[src/core/lkd_pkg.sv]
package lkd_pkg;
   // Clock period
   localparam int unsigned CLK_NS = 5;
   // Key scan step time per scan line and its length in clock cycles
   localparam int unsigned SCAN_STEP_NS = 1000;
   localparam int unsigned SCAN_STEP_CYC = (SCAN_STEP_NS + CLK_NS - 1) / CLK_NS;
   // Register byte addresses
   localparam logic [7:0] ADDR_CTRL = 8'h00;
   localparam logic [7:0] ADDR_DISP = 8'h04;
   localparam logic [7:0] ADDR_KEYS = 8'h08;
   localparam logic [7:0] ADDR_STAT = 8'h0c;
   localparam logic [7:0] ADDR_IRQ = 8'h10;
   localparam logic [7:0] ADDR_MASK = 8'h14;
   // Interrupt status bit positions
   localparam int unsigned IRQ_SCAN = 0;
   localparam int unsigned IRQ_FRAME = 1;
   localparam int unsigned IRQ_W = 2;
   // Status register bit positions
   localparam int unsigned STAT_REQ = 0;
   localparam int unsigned STAT_SCAN = 1;
   localparam int unsigned STAT_CLK = 2;
   // Reset values
   localparam logic [16:0] CTRL_RST = 17'h00000;
   localparam logic [15:0] DISP_RST = 16'h0000;
   localparam logic [1:0] MASK_RST = 2'h0;
   // Frame divisors, oscillator periods per frame
   localparam logic [9:0] DIV_768 = 10'h300;
   localparam logic [9:0] DIV_576 = 10'h240;
   localparam logic [9:0] DIV_384 = 10'h180;
   localparam logic [9:0] DIV_288 = 10'h120;
   localparam logic [9:0] DIV_192 = 10'h0c0;
   // Highest legal codes
   localparam logic [2:0] STANDBY_MAX = 3'h6;
   localparam logic [2:0] PORT_MAX = 3'h4;

   // Control word, sleep bit at bit 0
   typedef struct packed {
      logic clock_source_select;
      logic [2:0] frame_divider_code;
      logic duty_select;
      logic bias_select;
      logic segments_off;
      logic [2:0] port_mux_code;
      logic [1:0] scan_pin_mux;
      logic scan_disable;
      logic [2:0] standby_line_code;
      logic sleep_select;
   } lkd_ctrl_s;

   // Key scan state
   typedef enum logic [1:0] {
      KS_IDLE = 2'b00,
      KS_SCAN = 2'b01,
      KS_DONE = 2'b10
   } lkd_scan_e;
endpackage

[src/core/lkd_frame_div.sv]
`timescale 1ns/1ps
module lkd_frame_div (
   // Clock and reset
   input wire logic clock,
   input wire logic sys_rst,
   // Oscillator periods and selection
   input wire logic osc_tick,
   input wire logic run,
   input wire logic [2:0] code,
   // Frame pulse
   output logic frame_q
);
   logic [9:0] div;
   logic [9:0] cnt_q;

   // Divisor lookup, reserved codes fall back to the slowest frame
   always_comb begin
      unique case (code)
         3'h0: div = lkd_pkg::DIV_768;
         3'h1: div = lkd_pkg::DIV_576;
         3'h2: div = lkd_pkg::DIV_384;
         3'h3: div = lkd_pkg::DIV_288;
         3'h4: div = lkd_pkg::DIV_192;
         default: div = lkd_pkg::DIV_768;
      endcase
   end

   // Count accepted oscillator periods, pulse once per frame
   always_ff @(posedge clock) begin
      if (sys_rst) begin
         cnt_q <= 10'h000;
         frame_q <= 1'b0;
      end else if (run && osc_tick) begin
         if (cnt_q >= div - 10'h001) begin
            cnt_q <= 10'h000;
            frame_q <= 1'b1;
         end else begin
            cnt_q <= cnt_q + 10'h001;
            frame_q <= 1'b0;
         end
      end else begin
         frame_q <= 1'b0;
      end
   end
endmodule

[src/core/lkd_keyscan.sv]
`timescale 1ns/1ps
module lkd_keyscan #(
   parameter int unsigned STEP = lkd_pkg::SCAN_STEP_CYC
) (
   // Clock and reset
   input wire logic clock,
   input wire logic sys_rst,
   // Configuration
   input wire logic [2:0] standby_line_code,
   input wire logic scan_disable,
   input wire logic [1:0] scan_pin_mux,
   input wire logic clr_req,
   // Key matrix
   input wire logic [4:0] key_in,
   output logic [5:0] scan_lines_q,
   // Results
   output logic [29:0] key_q,
   output logic req_q,
   output logic scanning_q,
   output logic done_q
);
   lkd_pkg::lkd_scan_e state_q;
   logic [2:0] idx_q;
   logic [$clog2(STEP+1)-1:0] step_q;
   logic [2:0] n;
   logic [5:0] low_mask;
   logic [5:0] seg_mask;
   logic [5:0] scan_ok;
   logic step_end;

   // Reserved standby codes are clamped to all lines low
   assign n = (standby_line_code > lkd_pkg::STANDBY_MAX) ?
      lkd_pkg::STANDBY_MAX : standby_line_code;
   assign step_end = (step_q == ($bits(step_q))'(STEP - 1));

   // Per line masks: held low in standby, used as segment, or scannable
   for (genvar i = 0; i < 6; i++) begin : g_line
      assign low_mask[i] = (3'(i) < n);
      assign seg_mask[i] = (i < 3) && (2'(i) < scan_pin_mux);
      assign scan_ok[i] = !low_mask[i] && !seg_mask[i];
   end

   // Scan sequencer
   always_ff @(posedge clock) begin
      if (sys_rst || scan_disable) begin
         state_q <= lkd_pkg::KS_IDLE;
         idx_q <= 3'h0;
         step_q <= '0;
      end else begin
         unique case (state_q)
            lkd_pkg::KS_IDLE: begin
               idx_q <= 3'h0;
               step_q <= '0;
               if (|key_in && |scan_ok) begin
                  state_q <= lkd_pkg::KS_SCAN;
               end
            end
            lkd_pkg::KS_SCAN: begin
               step_q <= step_end ? '0 : step_q + 1'b1;
               if (step_end) begin
                  idx_q <= idx_q + 3'h1;
                  if (idx_q == 3'h5) begin
                     state_q <= lkd_pkg::KS_DONE;
                  end
               end
            end
            lkd_pkg::KS_DONE: state_q <= lkd_pkg::KS_IDLE;
            default: state_q <= lkd_pkg::KS_IDLE;
         endcase
      end
   end

   // Line drive: standby pattern, or one scannable line high during a scan
   always_ff @(posedge clock) begin
      if (sys_rst) begin
         scan_lines_q <= 6'h00;
      end else if (state_q == lkd_pkg::KS_SCAN) begin
         scan_lines_q <= scan_ok & (6'h01 << idx_q);
      end else begin
         scan_lines_q <= ~low_mask & ~seg_mask;
      end
   end

   // Key data capture and read request
   always_ff @(posedge clock) begin
      if (sys_rst || scan_disable) begin
         key_q <= 30'h00000000;
         req_q <= 1'b0;
      end else begin
         for (int i = 0; i < 6; i++) begin
            if (state_q == lkd_pkg::KS_SCAN && step_end && idx_q == 3'(i))
               key_q[i*5 +: 5] <= scan_ok[i] ? key_in : 5'h00;
         end
         if (state_q == lkd_pkg::KS_DONE && |key_q) begin
            req_q <= 1'b1;
         end else if (clr_req) begin
            req_q <= 1'b0;
         end
      end
   end

   // Status flags
   always_ff @(posedge clock) begin
      if (sys_rst || scan_disable) begin
         scanning_q <= 1'b0;
         done_q <= 1'b0;
      end else begin
         scanning_q <= (state_q != lkd_pkg::KS_IDLE);
         done_q <= (state_q == lkd_pkg::KS_DONE);
      end
   end

   // Standby lines held low never rise
   property p_standby_low;
      @(posedge clock) disable iff (sys_rst)
      $stable(low_mask) |=> (scan_lines_q & $past(low_mask)) == 6'h00;
   endproperty
   a_standby_low: assert property (p_standby_low)
      else $error("standby low line driven high");

   // Disable clears data and request
   property p_disable;
      @(posedge clock) disable iff (sys_rst)
      scan_disable |=> key_q == 30'h00000000 && !req_q && !scanning_q;
   endproperty
   a_disable: assert property (p_disable)
      else $error("scan disable did not clear key data");
endmodule

[src/core/lkd_top.sv]
// The strobed register port and the address map were chosen for this implementation.
`timescale 1ns/1ps
module lkd_top (
   // Clock and reset
   input wire logic clock,
   input wire logic sys_rst,
   // Register port
   input wire logic [7:0] reg_addr,
   input wire logic [31:0] reg_wdata,
   input wire logic reg_wr,
   input wire logic reg_rd,
   output logic [31:0] reg_rdata_q,
   // Key matrix
   input wire logic [4:0] key_in,
   output logic [5:0] scan_lines_q,
   // Oscillator pin control
   input wire logic osc_tick,
   output logic osc_run_q,
   output logic ext_clk_en_q,
   // LCD waveform control
   output logic lcd_drive_q,
   output logic seg_blank_q,
   output logic bias_half_q,
   output logic duty_third_q,
   output logic frame_q,
   // Pin muxing
   output logic [2:0] scan_seg_sel_q,
   output logic com4_seg_q,
   output logic [3:0] port_sel_q,
   output logic [3:0] gpo_q,
   // Serial data level and interrupt
   output logic key_req_n_q,
   output logic irq_q
);
   lkd_pkg::lkd_ctrl_s ctrl_q;
   logic [15:0] disp_q;
   logic [1:0] mask_q;
   logic [1:0] stat_q;
   logic [1:0] stat_d;
   logic [1:0] ev;
   logic [29:0] key_data;
   logic key_req;
   logic scanning;
   logic scan_done;
   logic clr_req;
   logic clk_run;
   logic [2:0] port_n;
   logic [3:0] port_sel_d;
   logic [3:0] gpo_d;
   logic [2:0] seg_sel_d;
   logic [31:0] rdata_d;

   // Control word
   always_ff @(posedge clock) begin
      if (sys_rst) begin
         ctrl_q <= lkd_pkg::CTRL_RST;
      end else if (reg_wr && reg_addr == lkd_pkg::ADDR_CTRL) begin
         ctrl_q <= reg_wdata[16:0];
      end
   end

   // Low display data bits that feed the general outputs
   always_ff @(posedge clock) begin
      if (sys_rst) begin
         disp_q <= lkd_pkg::DISP_RST;
      end else if (reg_wr && reg_addr == lkd_pkg::ADDR_DISP) begin
         disp_q <= reg_wdata[15:0];
      end
   end

   // Interrupt mask
   always_ff @(posedge clock) begin
      if (sys_rst) begin
         mask_q <= lkd_pkg::MASK_RST;
      end else if (reg_wr && reg_addr == lkd_pkg::ADDR_MASK) begin
         mask_q <= reg_wdata[lkd_pkg::IRQ_W-1:0];
      end
   end

   // Reading key data is the controller's read, it drops the request
   assign clr_req = reg_rd && reg_addr == lkd_pkg::ADDR_KEYS;

   // Key scanner
   lkd_keyscan u_keyscan (
      .clock(clock),
      .sys_rst(sys_rst),
      .standby_line_code(ctrl_q.standby_line_code),
      .scan_disable(ctrl_q.scan_disable),
      .scan_pin_mux(ctrl_q.scan_pin_mux),
      .clr_req(clr_req),
      .key_in(key_in),
      .scan_lines_q(scan_lines_q),
      .key_q(key_data),
      .req_q(key_req),
      .scanning_q(scanning),
      .done_q(scan_done)
   );

   // Clock runs when awake, or while a scan is in progress in sleep
   assign clk_run = !ctrl_q.sleep_select || scanning;

   // Oscillator and external clock acceptance
   always_ff @(posedge clock) begin
      if (sys_rst) begin
         osc_run_q <= 1'b0;
         ext_clk_en_q <= 1'b0;
      end else begin
         osc_run_q <= clk_run && !ctrl_q.clock_source_select;
         ext_clk_en_q <= clk_run && ctrl_q.clock_source_select;
      end
   end

   // Frame timing, counts only accepted oscillator periods
   lkd_frame_div u_frame (
      .clock(clock),
      .sys_rst(sys_rst),
      .osc_tick(osc_tick),
      .run(osc_run_q || ext_clk_en_q),
      .code(ctrl_q.frame_divider_code),
      .frame_q(frame_q)
   );

   // LCD drive mode outputs
   always_ff @(posedge clock) begin
      if (sys_rst) begin
         lcd_drive_q <= 1'b0;
         seg_blank_q <= 1'b0;
         bias_half_q <= 1'b0;
         duty_third_q <= 1'b0;
         com4_seg_q <= 1'b0;
      end else begin
         lcd_drive_q <= !ctrl_q.sleep_select;
         seg_blank_q <= ctrl_q.segments_off;
         bias_half_q <= ctrl_q.bias_select;
         duty_third_q <= ctrl_q.duty_select;
         com4_seg_q <= ctrl_q.duty_select;
      end
   end

   // Reserved port codes are clamped to all four pins as outputs
   assign port_n = (ctrl_q.port_mux_code > lkd_pkg::PORT_MAX) ?
      lkd_pkg::PORT_MAX : ctrl_q.port_mux_code;

   // Per pin selection and general output levels
   for (genvar i = 0; i < 4; i++) begin : g_port
      assign port_sel_d[i] = (3'(i) < port_n);
      assign gpo_d[i] = port_sel_d[i] &&
         (ctrl_q.duty_select ? disp_q[3*i] : disp_q[4*i]);
   end
   for (genvar i = 0; i < 3; i++) begin : g_seg
      assign seg_sel_d[i] = (2'(i) < ctrl_q.scan_pin_mux);
   end

   // Pin mux and general output registers, unaffected by sleep
   always_ff @(posedge clock) begin
      if (sys_rst) begin
         port_sel_q <= 4'h0;
         gpo_q <= 4'h0;
         scan_seg_sel_q <= 3'h0;
      end else begin
         port_sel_q <= port_sel_d;
         gpo_q <= gpo_d;
         scan_seg_sel_q <= seg_sel_d;
      end
   end

   // Serial output level: low while a key read is pending
   always_ff @(posedge clock) begin
      if (sys_rst) begin
         key_req_n_q <= 1'b1;
      end else begin
         key_req_n_q <= !key_req;
      end
   end

   // Sticky events, new events win over a write-one clear
   assign ev[lkd_pkg::IRQ_SCAN] = scan_done;
   assign ev[lkd_pkg::IRQ_FRAME] = frame_q;
   always_comb begin
      stat_d = stat_q;
      if (reg_wr && reg_addr == lkd_pkg::ADDR_IRQ) begin
         stat_d = stat_d & ~reg_wdata[lkd_pkg::IRQ_W-1:0];
      end
      stat_d = stat_d | ev;
   end

   // Status and interrupt line
   always_ff @(posedge clock) begin
      if (sys_rst) begin
         stat_q <= 2'h0;
         irq_q <= 1'b0;
      end else begin
         stat_q <= stat_d;
         irq_q <= |(stat_d & mask_q);
      end
   end

   // Read data mux, unmapped addresses read zero
   always_comb begin
      rdata_d = 32'h00000000;
      unique case (reg_addr)
         lkd_pkg::ADDR_CTRL: rdata_d[16:0] = ctrl_q;
         lkd_pkg::ADDR_DISP: rdata_d[15:0] = disp_q;
         lkd_pkg::ADDR_KEYS: rdata_d[29:0] = key_data;
         lkd_pkg::ADDR_STAT: begin
            rdata_d[lkd_pkg::STAT_REQ] = key_req;
            rdata_d[lkd_pkg::STAT_SCAN] = scanning;
            rdata_d[lkd_pkg::STAT_CLK] = osc_run_q || ext_clk_en_q;
         end
         lkd_pkg::ADDR_IRQ: rdata_d[1:0] = stat_q;
         lkd_pkg::ADDR_MASK: rdata_d[1:0] = mask_q;
         default: rdata_d = 32'h00000000;
      endcase
   end

   // Read data stands only in the cycle after the strobe
   always_ff @(posedge clock) begin
      if (sys_rst) begin
         reg_rdata_q <= 32'h00000000;
      end else if (reg_rd) begin
         reg_rdata_q <= rdata_d;
      end else begin
         reg_rdata_q <= 32'h00000000;
      end
   end

   // Sleep forces the LCD pins off one cycle after the bit is set
   property p_sleep_drive;
      @(posedge clock) disable iff (sys_rst)
      ctrl_q.sleep_select |=> !lcd_drive_q;
   endproperty
   a_sleep_drive: assert property (p_sleep_drive)
      else $error("LCD drive active in sleep");

   // Oscillator halts in sleep unless a scan runs
   property p_sleep_clock;
      @(posedge clock) disable iff (sys_rst)
      ctrl_q.sleep_select && !scanning |=> !osc_run_q && !ext_clk_en_q;
   endproperty
   a_sleep_clock: assert property (p_sleep_clock)
      else $error("clock running in sleep without scan");

   // A scan keeps the internal oscillator running when it is the selected source
   property p_scan_clock;
      @(posedge clock) disable iff (sys_rst)
      scanning && !ctrl_q.clock_source_select ##1 $stable(ctrl_q)
         |-> osc_run_q;
   endproperty
   a_scan_clock: assert property (p_scan_clock)
      else $error("oscillator stopped during scan");

   // General output equals its display bit for the chosen duty
   property p_gpo_level;
      @(posedge clock) disable iff (sys_rst)
      $stable(ctrl_q) && $stable(disp_q) ##1 port_sel_q[1]
         |-> gpo_q[1] == (duty_third_q ? $past(disp_q[3])
         : $past(disp_q[4]));
   endproperty
   a_gpo_level: assert property (p_gpo_level)
      else $error("general output level mismatch");

   // Number of output pins matches the port code
   property p_port_count;
      @(posedge clock) disable iff (sys_rst)
      ctrl_q.port_mux_code == 3'h2 ##1 $stable(ctrl_q)
         |-> port_sel_q == 4'h3;
   endproperty
   a_port_count: assert property (p_port_count)
      else $error("port selection count wrong");

   // Duty select moves the fourth common pin to segment use
   property p_duty;
      @(posedge clock) disable iff (sys_rst)
      $changed(ctrl_q.duty_select) |=> com4_seg_q == duty_third_q
         && duty_third_q == $past(ctrl_q.duty_select);
   endproperty
   a_duty: assert property (p_duty)
      else $error("duty pin selection mismatch");

   // The first three scan pins become segments at the highest mux setting
   property p_scan_seg;
      @(posedge clock) disable iff (sys_rst)
      ctrl_q.scan_pin_mux == 2'h3 |=> scan_seg_sel_q == 3'h7;
   endproperty
   a_scan_seg: assert property (p_scan_seg)
      else $error("scan pin mux wrong");

   // Disabled scanning keeps the serial output high
   property p_disable_out;
      @(posedge clock) disable iff (sys_rst)
      ctrl_q.scan_disable ##2 ctrl_q.scan_disable |-> key_req_n_q;
   endproperty
   a_disable_out: assert property (p_disable_out)
      else $error("serial output low while scan disabled");

   // Blanking control follows its bit
   property p_blank;
      @(posedge clock) disable iff (sys_rst)
      ctrl_q.segments_off |=> seg_blank_q && (lcd_drive_q
         == !$past(ctrl_q.sleep_select));
   endproperty
   a_blank: assert property (p_blank)
      else $error("segment blanking not applied");

   // Awake, exactly the selected clock source runs
   property p_awake_source;
      @(posedge clock) disable iff (sys_rst)
      !ctrl_q.sleep_select ##1 $stable(ctrl_q) |-> osc_run_q ==
         !ctrl_q.clock_source_select && ext_clk_en_q ==
         ctrl_q.clock_source_select;
   endproperty
   a_awake_source: assert property (p_awake_source)
      else $error("wrong clock source running while awake");

   // No frame pulses while the clock is stopped in sleep
   property p_frame_sleep;
      @(posedge clock) disable iff (sys_rst)
      ctrl_q.sleep_select && !scanning ##1 ctrl_q.sleep_select && !scanning
         |=> !frame_q;
   endproperty
   a_frame_sleep: assert property (p_frame_sleep)
      else $error("frame pulse while clock stopped");

   // Port code zero leaves all four pins as segments
   property p_port_none;
      @(posedge clock) disable iff (sys_rst)
      ctrl_q.port_mux_code == 3'h0 |=> port_sel_q == 4'h0 && gpo_q == 4'h0;
   endproperty
   a_port_none: assert property (p_port_none)
      else $error("general output selected with port code zero");

   // Main scenarios
   c_scan_done: cover property (@(posedge clock) scan_done);
   c_sleep_scan: cover property (@(posedge clock)
      ctrl_q.sleep_select && scanning);
   c_irq: cover property (@(posedge clock) irq_q);
   c_frame: cover property (@(posedge clock) frame_q);
endmodule

[config.mk]
export PLATFORM = sky130hd
export DESIGN_NAME = lkd_top
export DESIGN_NICKNAME = d
export VERILOG_FILES = /design/src/core/lkd_pkg.sv /design/src/core/lkd_frame_div.sv /design/src/core/lkd_keyscan.sv /design/src/core/lkd_top.sv
export SDC_FILE = /design/constraint.sdc
export NUM_CORES = 1
export LEC_CHECK = 0
export BUFFER_PORTS_ARGS = -buffer_cell sky130_fd_sc_hd__buf_2
export CAP_MARGIN = 5
export CORE_MARGIN = 5
export CORE_UTILIZATION = 30
export CTS_BUF_LIST = sky130_fd_sc_hd__clkbuf_8
export CTS_CLUSTER_SIZE = 24
export DETAILED_ROUTE_END_ITERATION = 10
export GPL_TIMING_DRIVEN = 0
export PLACE_DENSITY = 0.53
export SETUP_SLACK_MARGIN = 0.02
export SKIP_CTS_REPAIR_TIMING = 1
export SLEW_MARGIN = 20
export SYNTH_ARGS = -nofsm -noshare
export SYNTH_HDL_FRONTEND = slang
export SYNTH_SLANG_ARGS = --single-unit
[constraint.sdc]
create_clock -name clock -period 5.33 [get_ports clock]
set_input_delay 0.2665 -clock clock [delete_from_list [all_inputs] [get_ports clock]]
set_output_delay 0.2665 -clock clock [all_outputs]
set_load 0.01 [all_outputs]
==> results of run 1 <==
## Yosys cell counts, types with 9 or more instances
library cell  number
nor4_1             9
a21oi_1           48
nor2_1            47
nand3_1           28
nor2b_1           12
nand4_1           11
ha_1              13
inv_1             10
clkbuf_1          23
and2_1            16
nor3_1            33
buf_2             12
nand2_1           95
mux2i_1            9
dfxtp_1          149
o31ai_1           13
a222oi_1          13
## registers in the layout, summed over array words and instances (netlist names), 3 cells and up
name                    flops
ctrl_q                     17
disp_q                     16
gpo_q                       4
port_sel_q                  4
reg_rdata_q                30
scan_seg_sel_q              3
u_frame.cnt_q              10
u_keyscan.idx_q             3
u_keyscan.key_q            30
u_keyscan.scan_lines_q      6
u_keyscan.step_q            8
## path summary, 6_finish.rpt
kind / startpoint / endpoint / depth (start not counted)
setup reg to reg: ctrl_q[13] / u_frame.cnt_q[7] / 12
hold / removal: reg_wdata[12] / disp_q[12] / 3
hold reg to reg: disp_q[15] / disp_q[15] / 2
setup / recovery: ctrl_q[13] / u_frame.cnt_q[7] / 12
## worst max-delay path: cells and delay by family, from the launching register on
kind | cells | cell delay, ns
compound gates | 3 | 0.42
flops | 1 | 0.32
fa+ha+maj | 2 | 0.52
buf+inv | 3 | 0.80
simple gates | 4 | 0.64
## where the power goes
group	total, W	internal (W)	switching, W
sequential	0.00112	0.00112	0.00000425
clock	0.000856	0.000379	0.000477
combinational	0.0000922	0.0000293	0.0000628
## stage by stage
stage	std cells	hold slack [ns]
4_1_cts	1046	0.02644
3_3_place_gp	1014	0.4395
3_5_place_dp	1014	0.4457
5_1_grt	1046	0.02539
2_1_floorplan	660	0.3456
6_report	1046	0.04747
## routing by layer
metal | vias up | GRT usage [%] | share of wire [%] | routed length [um]
met5 | - | 0 | 0.19 | 34
met4 | 6 | 3.639 | 0.99 | 175
met3 | 20 | 3.986 | 6.2 | 1084
met2 | 145 | 24.58 | 46 | 8178
met1 | 2406 | 21.54 | 46 | 8128
li1 | 2583 | - | - | -
## layout make-up
cell class	instances	area (um2)
fill	2071	12410
inverter	10	37.54
sequential	149	2983
timing repair buffer	89	445.4
multi-input combinational	457	2796
clock inverter	15	142.6
tap	265	331.6
buffer	44	211.5
clock buffer	17	234.0
## logic make-up after synthesis
family / synth area share, %
and+or+nand+nor: 25.19
DFF: 49.51
AOI/OAI and AO/OA: 14.37
buffers and inverters: 4.133
muxes: 2.430
adders and majority gates: 2.700
xor gates and xnor gates: 1.599
other: 0.06225
==> results.md, run 1 <==
* Outcome: completed
* DR WL/cell at 16.83 um
* Clock Skew at 0.01328 ns
* First-pass GRT wire length at 27100 um
* CTS Root Cell: clkbuf_8
* Clk buf depth at 2
* CTS tree: done
* R2R setup slack at 2.48 ns
* Die area at 23020 um2
* Area Overhead vs Synth at 19.21%
* Fraction of layout cells with a size suffix above 1 at 20.87%
* Die height at 151.7 um
* Grt ovf at 0
* P per Cell Area at 288.4 nW/um2
* Critical path type: reg2reg
* Fmax at 351.1 MHz
* Number of global-route vias before repair at 4781
* Yosys reg bits at 149
* CP Data Arrival Time at 3.16 ns
* Drt first pass iters at 9
* Unrepaired setup endpoints after global routing: no
* Fin. max-slew vios at 0
* Initial Utilization at 30.75%
* Top post-synthesis cells by area: dfxtp_1 (50%), nand2_1 (5.9%), a21oi_1 (4.0%), nor2_1 (2.9%), nor3_1 (2.7%)
* Synth area leader: dfxtp_1
* Gr usage total at 15.61%
* Post-layout nets at 831
* Num CTS Buffers at 17
* Total number of H-tree levels at 4
* Rows at 51
* Antenna Nets Post-Route at 0
* Worst Setup Slack, final at 2.482 ns
* I/O Pins at 109
* Share of the synthesized area in the top cell type at 49.51%
* Critical Path, Cell by Cell: clkbuf_1 > inv_1 > or2_2 > ha_1 > a21oi_1 > o22ai_1 > ha_1 > and4_1 > nand2_1 > o211ai_1 > clkbuf_1 > nor3_1
* DRT iter0 DRCs at 429
* Initial antenna violation count at 3
* Width of the die at 151.7 um
* Syn_area_per_cell at 9.142 um2
* Routability Congestion at 0.8030
* Max-slew headroom at 50.69%
* Placed Area at 6805 um2
* Sequential area share after synthesis at 49.51%
* Fin area at 7182 um2
* Ys Warns at 0
* Port bufs at 89
* Commonest non-fill, non-tap cell in the layout: dfxtp_1
* Routed WL at 17600 um
* Vias per cell at 4.933
* Period utilization at 53.44%
* Post-synth EDFFs at 0
* Post-Syn Instances at 659
* Synth cell types at 63
* Core Util, Final at 36.66%
* Most frequent cells in the layout: dfxtp_1 (149), buf_2 (101), nand2_1 (95), a21oi_1 (48), nor2_1 (47)
* Largest net degree at the start of global routing at 17
* Core Region at 19590 um2
* Reg clk slew, reported paths at 0.09 ns
* Startpoint types: register
* Hold Vio Cnt, Final at 0
* Master of the slowest instance on the critical path: clkbuf_1
* Crit path max fanout at 10
* Sink Count at 149
* Crit path required time at 5.64 ns
* Post-place setup slack at 2.488 ns
* Post-DP HPWL at 12900 um
* Setup TNS Final at 0 ns
* # DRC at 0
* CP max stage delay at 0.40 ns
* Post-synth ARST share at 0%
* MaxCap Viol Count at 0
* N_diodes at 0
* Leak at 2.748 nW
* CP endpoint kind: register
* Clock Latency Late Sink at 0.46 ns
* Post-Synthesis Cell Area at 6025 um2
* Pwr Total at 0.002072 W
* Tightest Hold Check Type: in2reg
* Post-route minimum period at 2.848 ns
* Worst Max-Slew Pin Slew at 0.7294 ns
* Maximum vdd ir drop at 0.0001547 V
* Final Setup Violations at 0
* Vias at 5160
* Ys flop type: dfxtp_1
No activity file was read; power rests on OpenSTA's default activity.
==> run 2: changes to the inputs <==
--- a/config.mk
+++ b/config.mk
@@ -5,6 +5,7 @@
 export SDC_FILE = /design/constraint.sdc
 export NUM_CORES = 1
 export LEC_CHECK = 0
+export ABC_AREA = 1
 export BUFFER_PORTS_ARGS = -buffer_cell sky130_fd_sc_hd__buf_2
 export CAP_MARGIN = 5
 export CORE_MARGIN = 5
==> constraint.sdc (replaced) <==
create_clock -name clock -period 2.85 [get_ports clock]
set_input_delay 0.1425 -clock clock [delete_from_list [all_inputs] [get_ports clock]]
set_output_delay 0.1425 -clock clock [all_outputs]
set_load 0.01 [all_outputs]
==> run 2 against run 1 <==
Compared with the run above: the flow now finishes with violations (negative hold slack); first-iteration DRC count fell by 28%; final area rose by 7.5%; sequential share of layout area fell by 2.9 points; routed wire length rose by 6.8%; critical path type unchanged; critical path depth rose by 4; non-clock buffer count rose by 7; largest power group unchanged; die area rose by 4.6%; fmax rose by 17%; largest cell class unchanged; global-route usage fell by 0.057 points; via count rose by 14%; core utilization rose by 0.31 points; highest routed layer unchanged; synthesized cell count rose by 32%.
==> results.md, run 2 <==
* Worst hold stages at 3 (unchanged)
* Failing checks: negative hold slack
* Routability Congestion at 0.8628 (+7.4%)
* Worst Max-Slew Pin Slew at 0.6334 ns (-0.09601 ns)
* Final Setup Violations at 0 (unchanged)
* Clock Skew at 0.01322 ns (-0.00005950 ns)
* Fraction of layout cells with a size suffix above 1 at 16.35% (-4.5 points)
* R2R setup slack at 0.42 ns (-2.06 ns)
* Worst hold slack at -0.004130 ns (-0.05160 ns)
* Post-DP HPWL at 13810 um (+7.1%)
* Ys flop type: dfxtp_1
* Crit path required time at 3.19 ns (-2.45 ns)
* Tightest Hold Check Type: in2reg
* Post-place setup slack at 0.2830 ns (-2.205 ns)
* Fin. max-slew vios at 0 (unchanged)
* Core Region at 20890 um2 (+6.6%)
* Num CTS Buffers at 17 (unchanged)
* First-pass GRT wire length at 29530 um (+9.0%)
* Antenna Nets Post-Route at 0 (unchanged)
* Post-synth EDFFs at 0 (unchanged)
* Maximum vdd ir drop at 0.0002359 V (+52%)
* Post-synth ARST share at 0% (unchanged)
* Clk buf depth at 2 (unchanged)
* Crit Reg-Reg Endpoint: u_frame.cnt_q[9]
* Synth area leader: dfxtp_1
* Port bufs at 89 (unchanged)
* DRT iter0 DRCs at 307 (-28%)
* Core Util, Final at 36.97% (+0.31 points)
* Worst Reg-to-Reg Cells at 16 (+4)
* Reg clk slew, reported paths at 0.08 ns (about the same)
* Synth cell types at 38 (-40%)
* Area Overhead vs Synth at 22.12%
* Max-slew headroom at 57.77% (+7.1 points)
* Commonest non-fill, non-tap cell in the layout: nor2_1
* Largest net degree at the start of global routing at 17 (unchanged)
* Vias at 5865 (+14%)
* Placed insts at 1234 (+22%)
* Hold EP: u_keyscan.key_q[8]
* Fmax at 411.7 MHz (+17%)
* Die area at 24080 um2 (+4.6%)
* Most frequent cells in the layout: nor2_1 (159), nand2_1 (152), dfxtp_1 (149), buf_2 (105), inv_1 (104)
* MaxCap Viol Count at 0 (unchanged)
* Largest regs: reg_rdata_q: 30 flops, u_keyscan.key_q: 30 flops, ctrl_q: 17 flops
* Setup TNS Final at 0 ns (unchanged)
* Hold Crit Start: key_in[3]
* Initial antenna violation count at 1 (-2)
* Number of global-route vias before repair at 5458 (+14%)
* I/O Pins at 109 (unchanged)
* CTS Root Cell: clkbuf_8
* Sink Count at 149 (unchanged)
* Gr usage total at 15.55% (-0.057 points)
* Clock Latency Late Sink at 0.46 ns (about the same)
* Final Instance Count excl. Fillers at 1284 (+23%)
* CP Data Arrival Time at 2.77 ns (-0.39 ns)
* Hold Vio Cnt, Final at 1 (+1)
* CTS tree: done
* Syn_area_per_cell at 7.277 um2 (-20%)
* Critical path type: reg2reg
* DR WL/cell at 14.64 um (-13%)
* Post-Synthesis Cell Area at 6324 um2 (+5.0%)
* Top post-synthesis cells by area: dfxtp_1 (47%), nor2_1 (9.4%), nand2_1 (9.1%), nand3_1 (6.3%), inv_1 (6.1%)
* FF-to-FF Start: ctrl_q[13]
* Vias per cell at 4.568 (-7.4%)
* CP endpoint kind: register
* Count leader, synth: nor2_1
* Startpoint types: register
* Worst Setup Slack, final at 0.4211 ns (-2.061 ns)
* Yosys reg bits at 149 (unchanged)
* Total number of H-tree levels at 4 (unchanged)
* Grt ovf at 0 (unchanged)
* Die height at 155.2 um (+2.3%)
* Pwr Total at 0.004102 W (+98%)
* Ys Warns at 0 (unchanged)
* Post-layout nets at 1059 (+27%)
* Post-synth top cells: nor2_1 (159), nand2_1 (153), dfxtp_1 (149), inv_1 (103), nand3_1 (80)
* Unrepaired setup endpoints after global routing: no
* Crit path max fanout at 10 (unchanged)
* Period utilization at 85.22% (+32 points)
* Share of the synthesized area in the top cell type at 47.17% (-2.3 points)
* Initial Utilization at 30.27% (-0.48 points)
* P per Cell Area at 531.2 nW/um2 (+84%)
* Sequential area share after synthesis at 47.17% (-2.3 points)
* Leak at 3.534 nW (+29%)
* # DRC at 0 (unchanged)
* Rows at 53 (+3.9%)
* Outcome: finished, violations left
* N_diodes at 0 (unchanged)
* Width of the die at 155.2 um (+2.3%)
* Post-route minimum period at 2.429 ns (-0.4193 ns)
* Post-Syn Instances at 869 (+32%)
* Routed WL at 18790 um (+6.8%)
* Drt first pass iters at 5 (-4)
## run 2: worst max path at each step
stage,from,end,slack [ns],cells past startpoint
floorplan,ctrl_q[13],u_frame.cnt_q[6],0.68,16
global placement,ctrl_q[13],u_frame.cnt_q[9],0.31,16
detailed placement,ctrl_q[13],u_frame.cnt_q[8],0.28,16
CTS,ctrl_q[13],u_frame.cnt_q[9],0.26,16
global route,ctrl_q[13],u_frame.cnt_q[6],0.13,16
finish,ctrl_q[13],u_frame.cnt_q[9],0.42,16
## run 2: metrics by stage
stage / hold WS (ns) / cell area (um2)
CTS: -0.07889 / 7540
detailed placement: 0.4111 / 7117
global placement: 0.4144 / 7117
floorplan: 0.2913 / 6327
global route: 0.004697 / 7722
finish: -0.004130 / 7722
## run 2: per-layer routing
metal / GRT usage (%) / vias to the layer above / routed length, um
li1: - / 3034 / -
met1: 21.43 / 2660 / 8981
met2: 24.48 / 148 / 8587
met3: 3.505 / 21 / 929
met4: 4.544 / 2 / 288
met5: 0 / - / 7
## run 2: cell families after synthesis
family / share of synthesized area, %
other: 0.05930
XOR/XNOR: 0.8310
adder cells (fa/ha/maj): 2.572
buffers and inverters: 9.339
AO/OA/AOI/OAI: 10.29
flip-flops: 47.17
AND/OR/NAND/NOR: 29.58
multiplexers: 0.1583
## run 2: report_power, final
part	switching [W]	leakage (nW)	internal (W)
combinational	0.000155	2.11	0.0000814
sequential	0.0000106	1.20	0.00210
clock	0.000855	0.217	0.000900
## run 2: critical path: stages (launching register included)
cell and delay, ns:
dfxtp_1 0.39, inv_1 0.08, nor3_1 0.25, inv_1 0.11, ha_1 0.22, nand2_1 0.07, nand3_1 0.06, nand2_1 0.06
inv_1 0.05, ha_1 0.29, nand2_1 0.07, nor2_1 0.15, nand4_1 0.09, nand3_1 0.08, nand2_1 0.09, nand2_2 0.19
nor2_1 0.07
## run 2: layout make-up
type                       instances  area, um2
clock buffer                      18      247.7
multi-input combinational        580       2756
buffer                            33      185.2
fill                            2268      13170
clock inverter                    14      175.2
sequential                       149       2983
inverter                         108      405.4
timing repair buffer             107      625.6
tap                              275      344.1
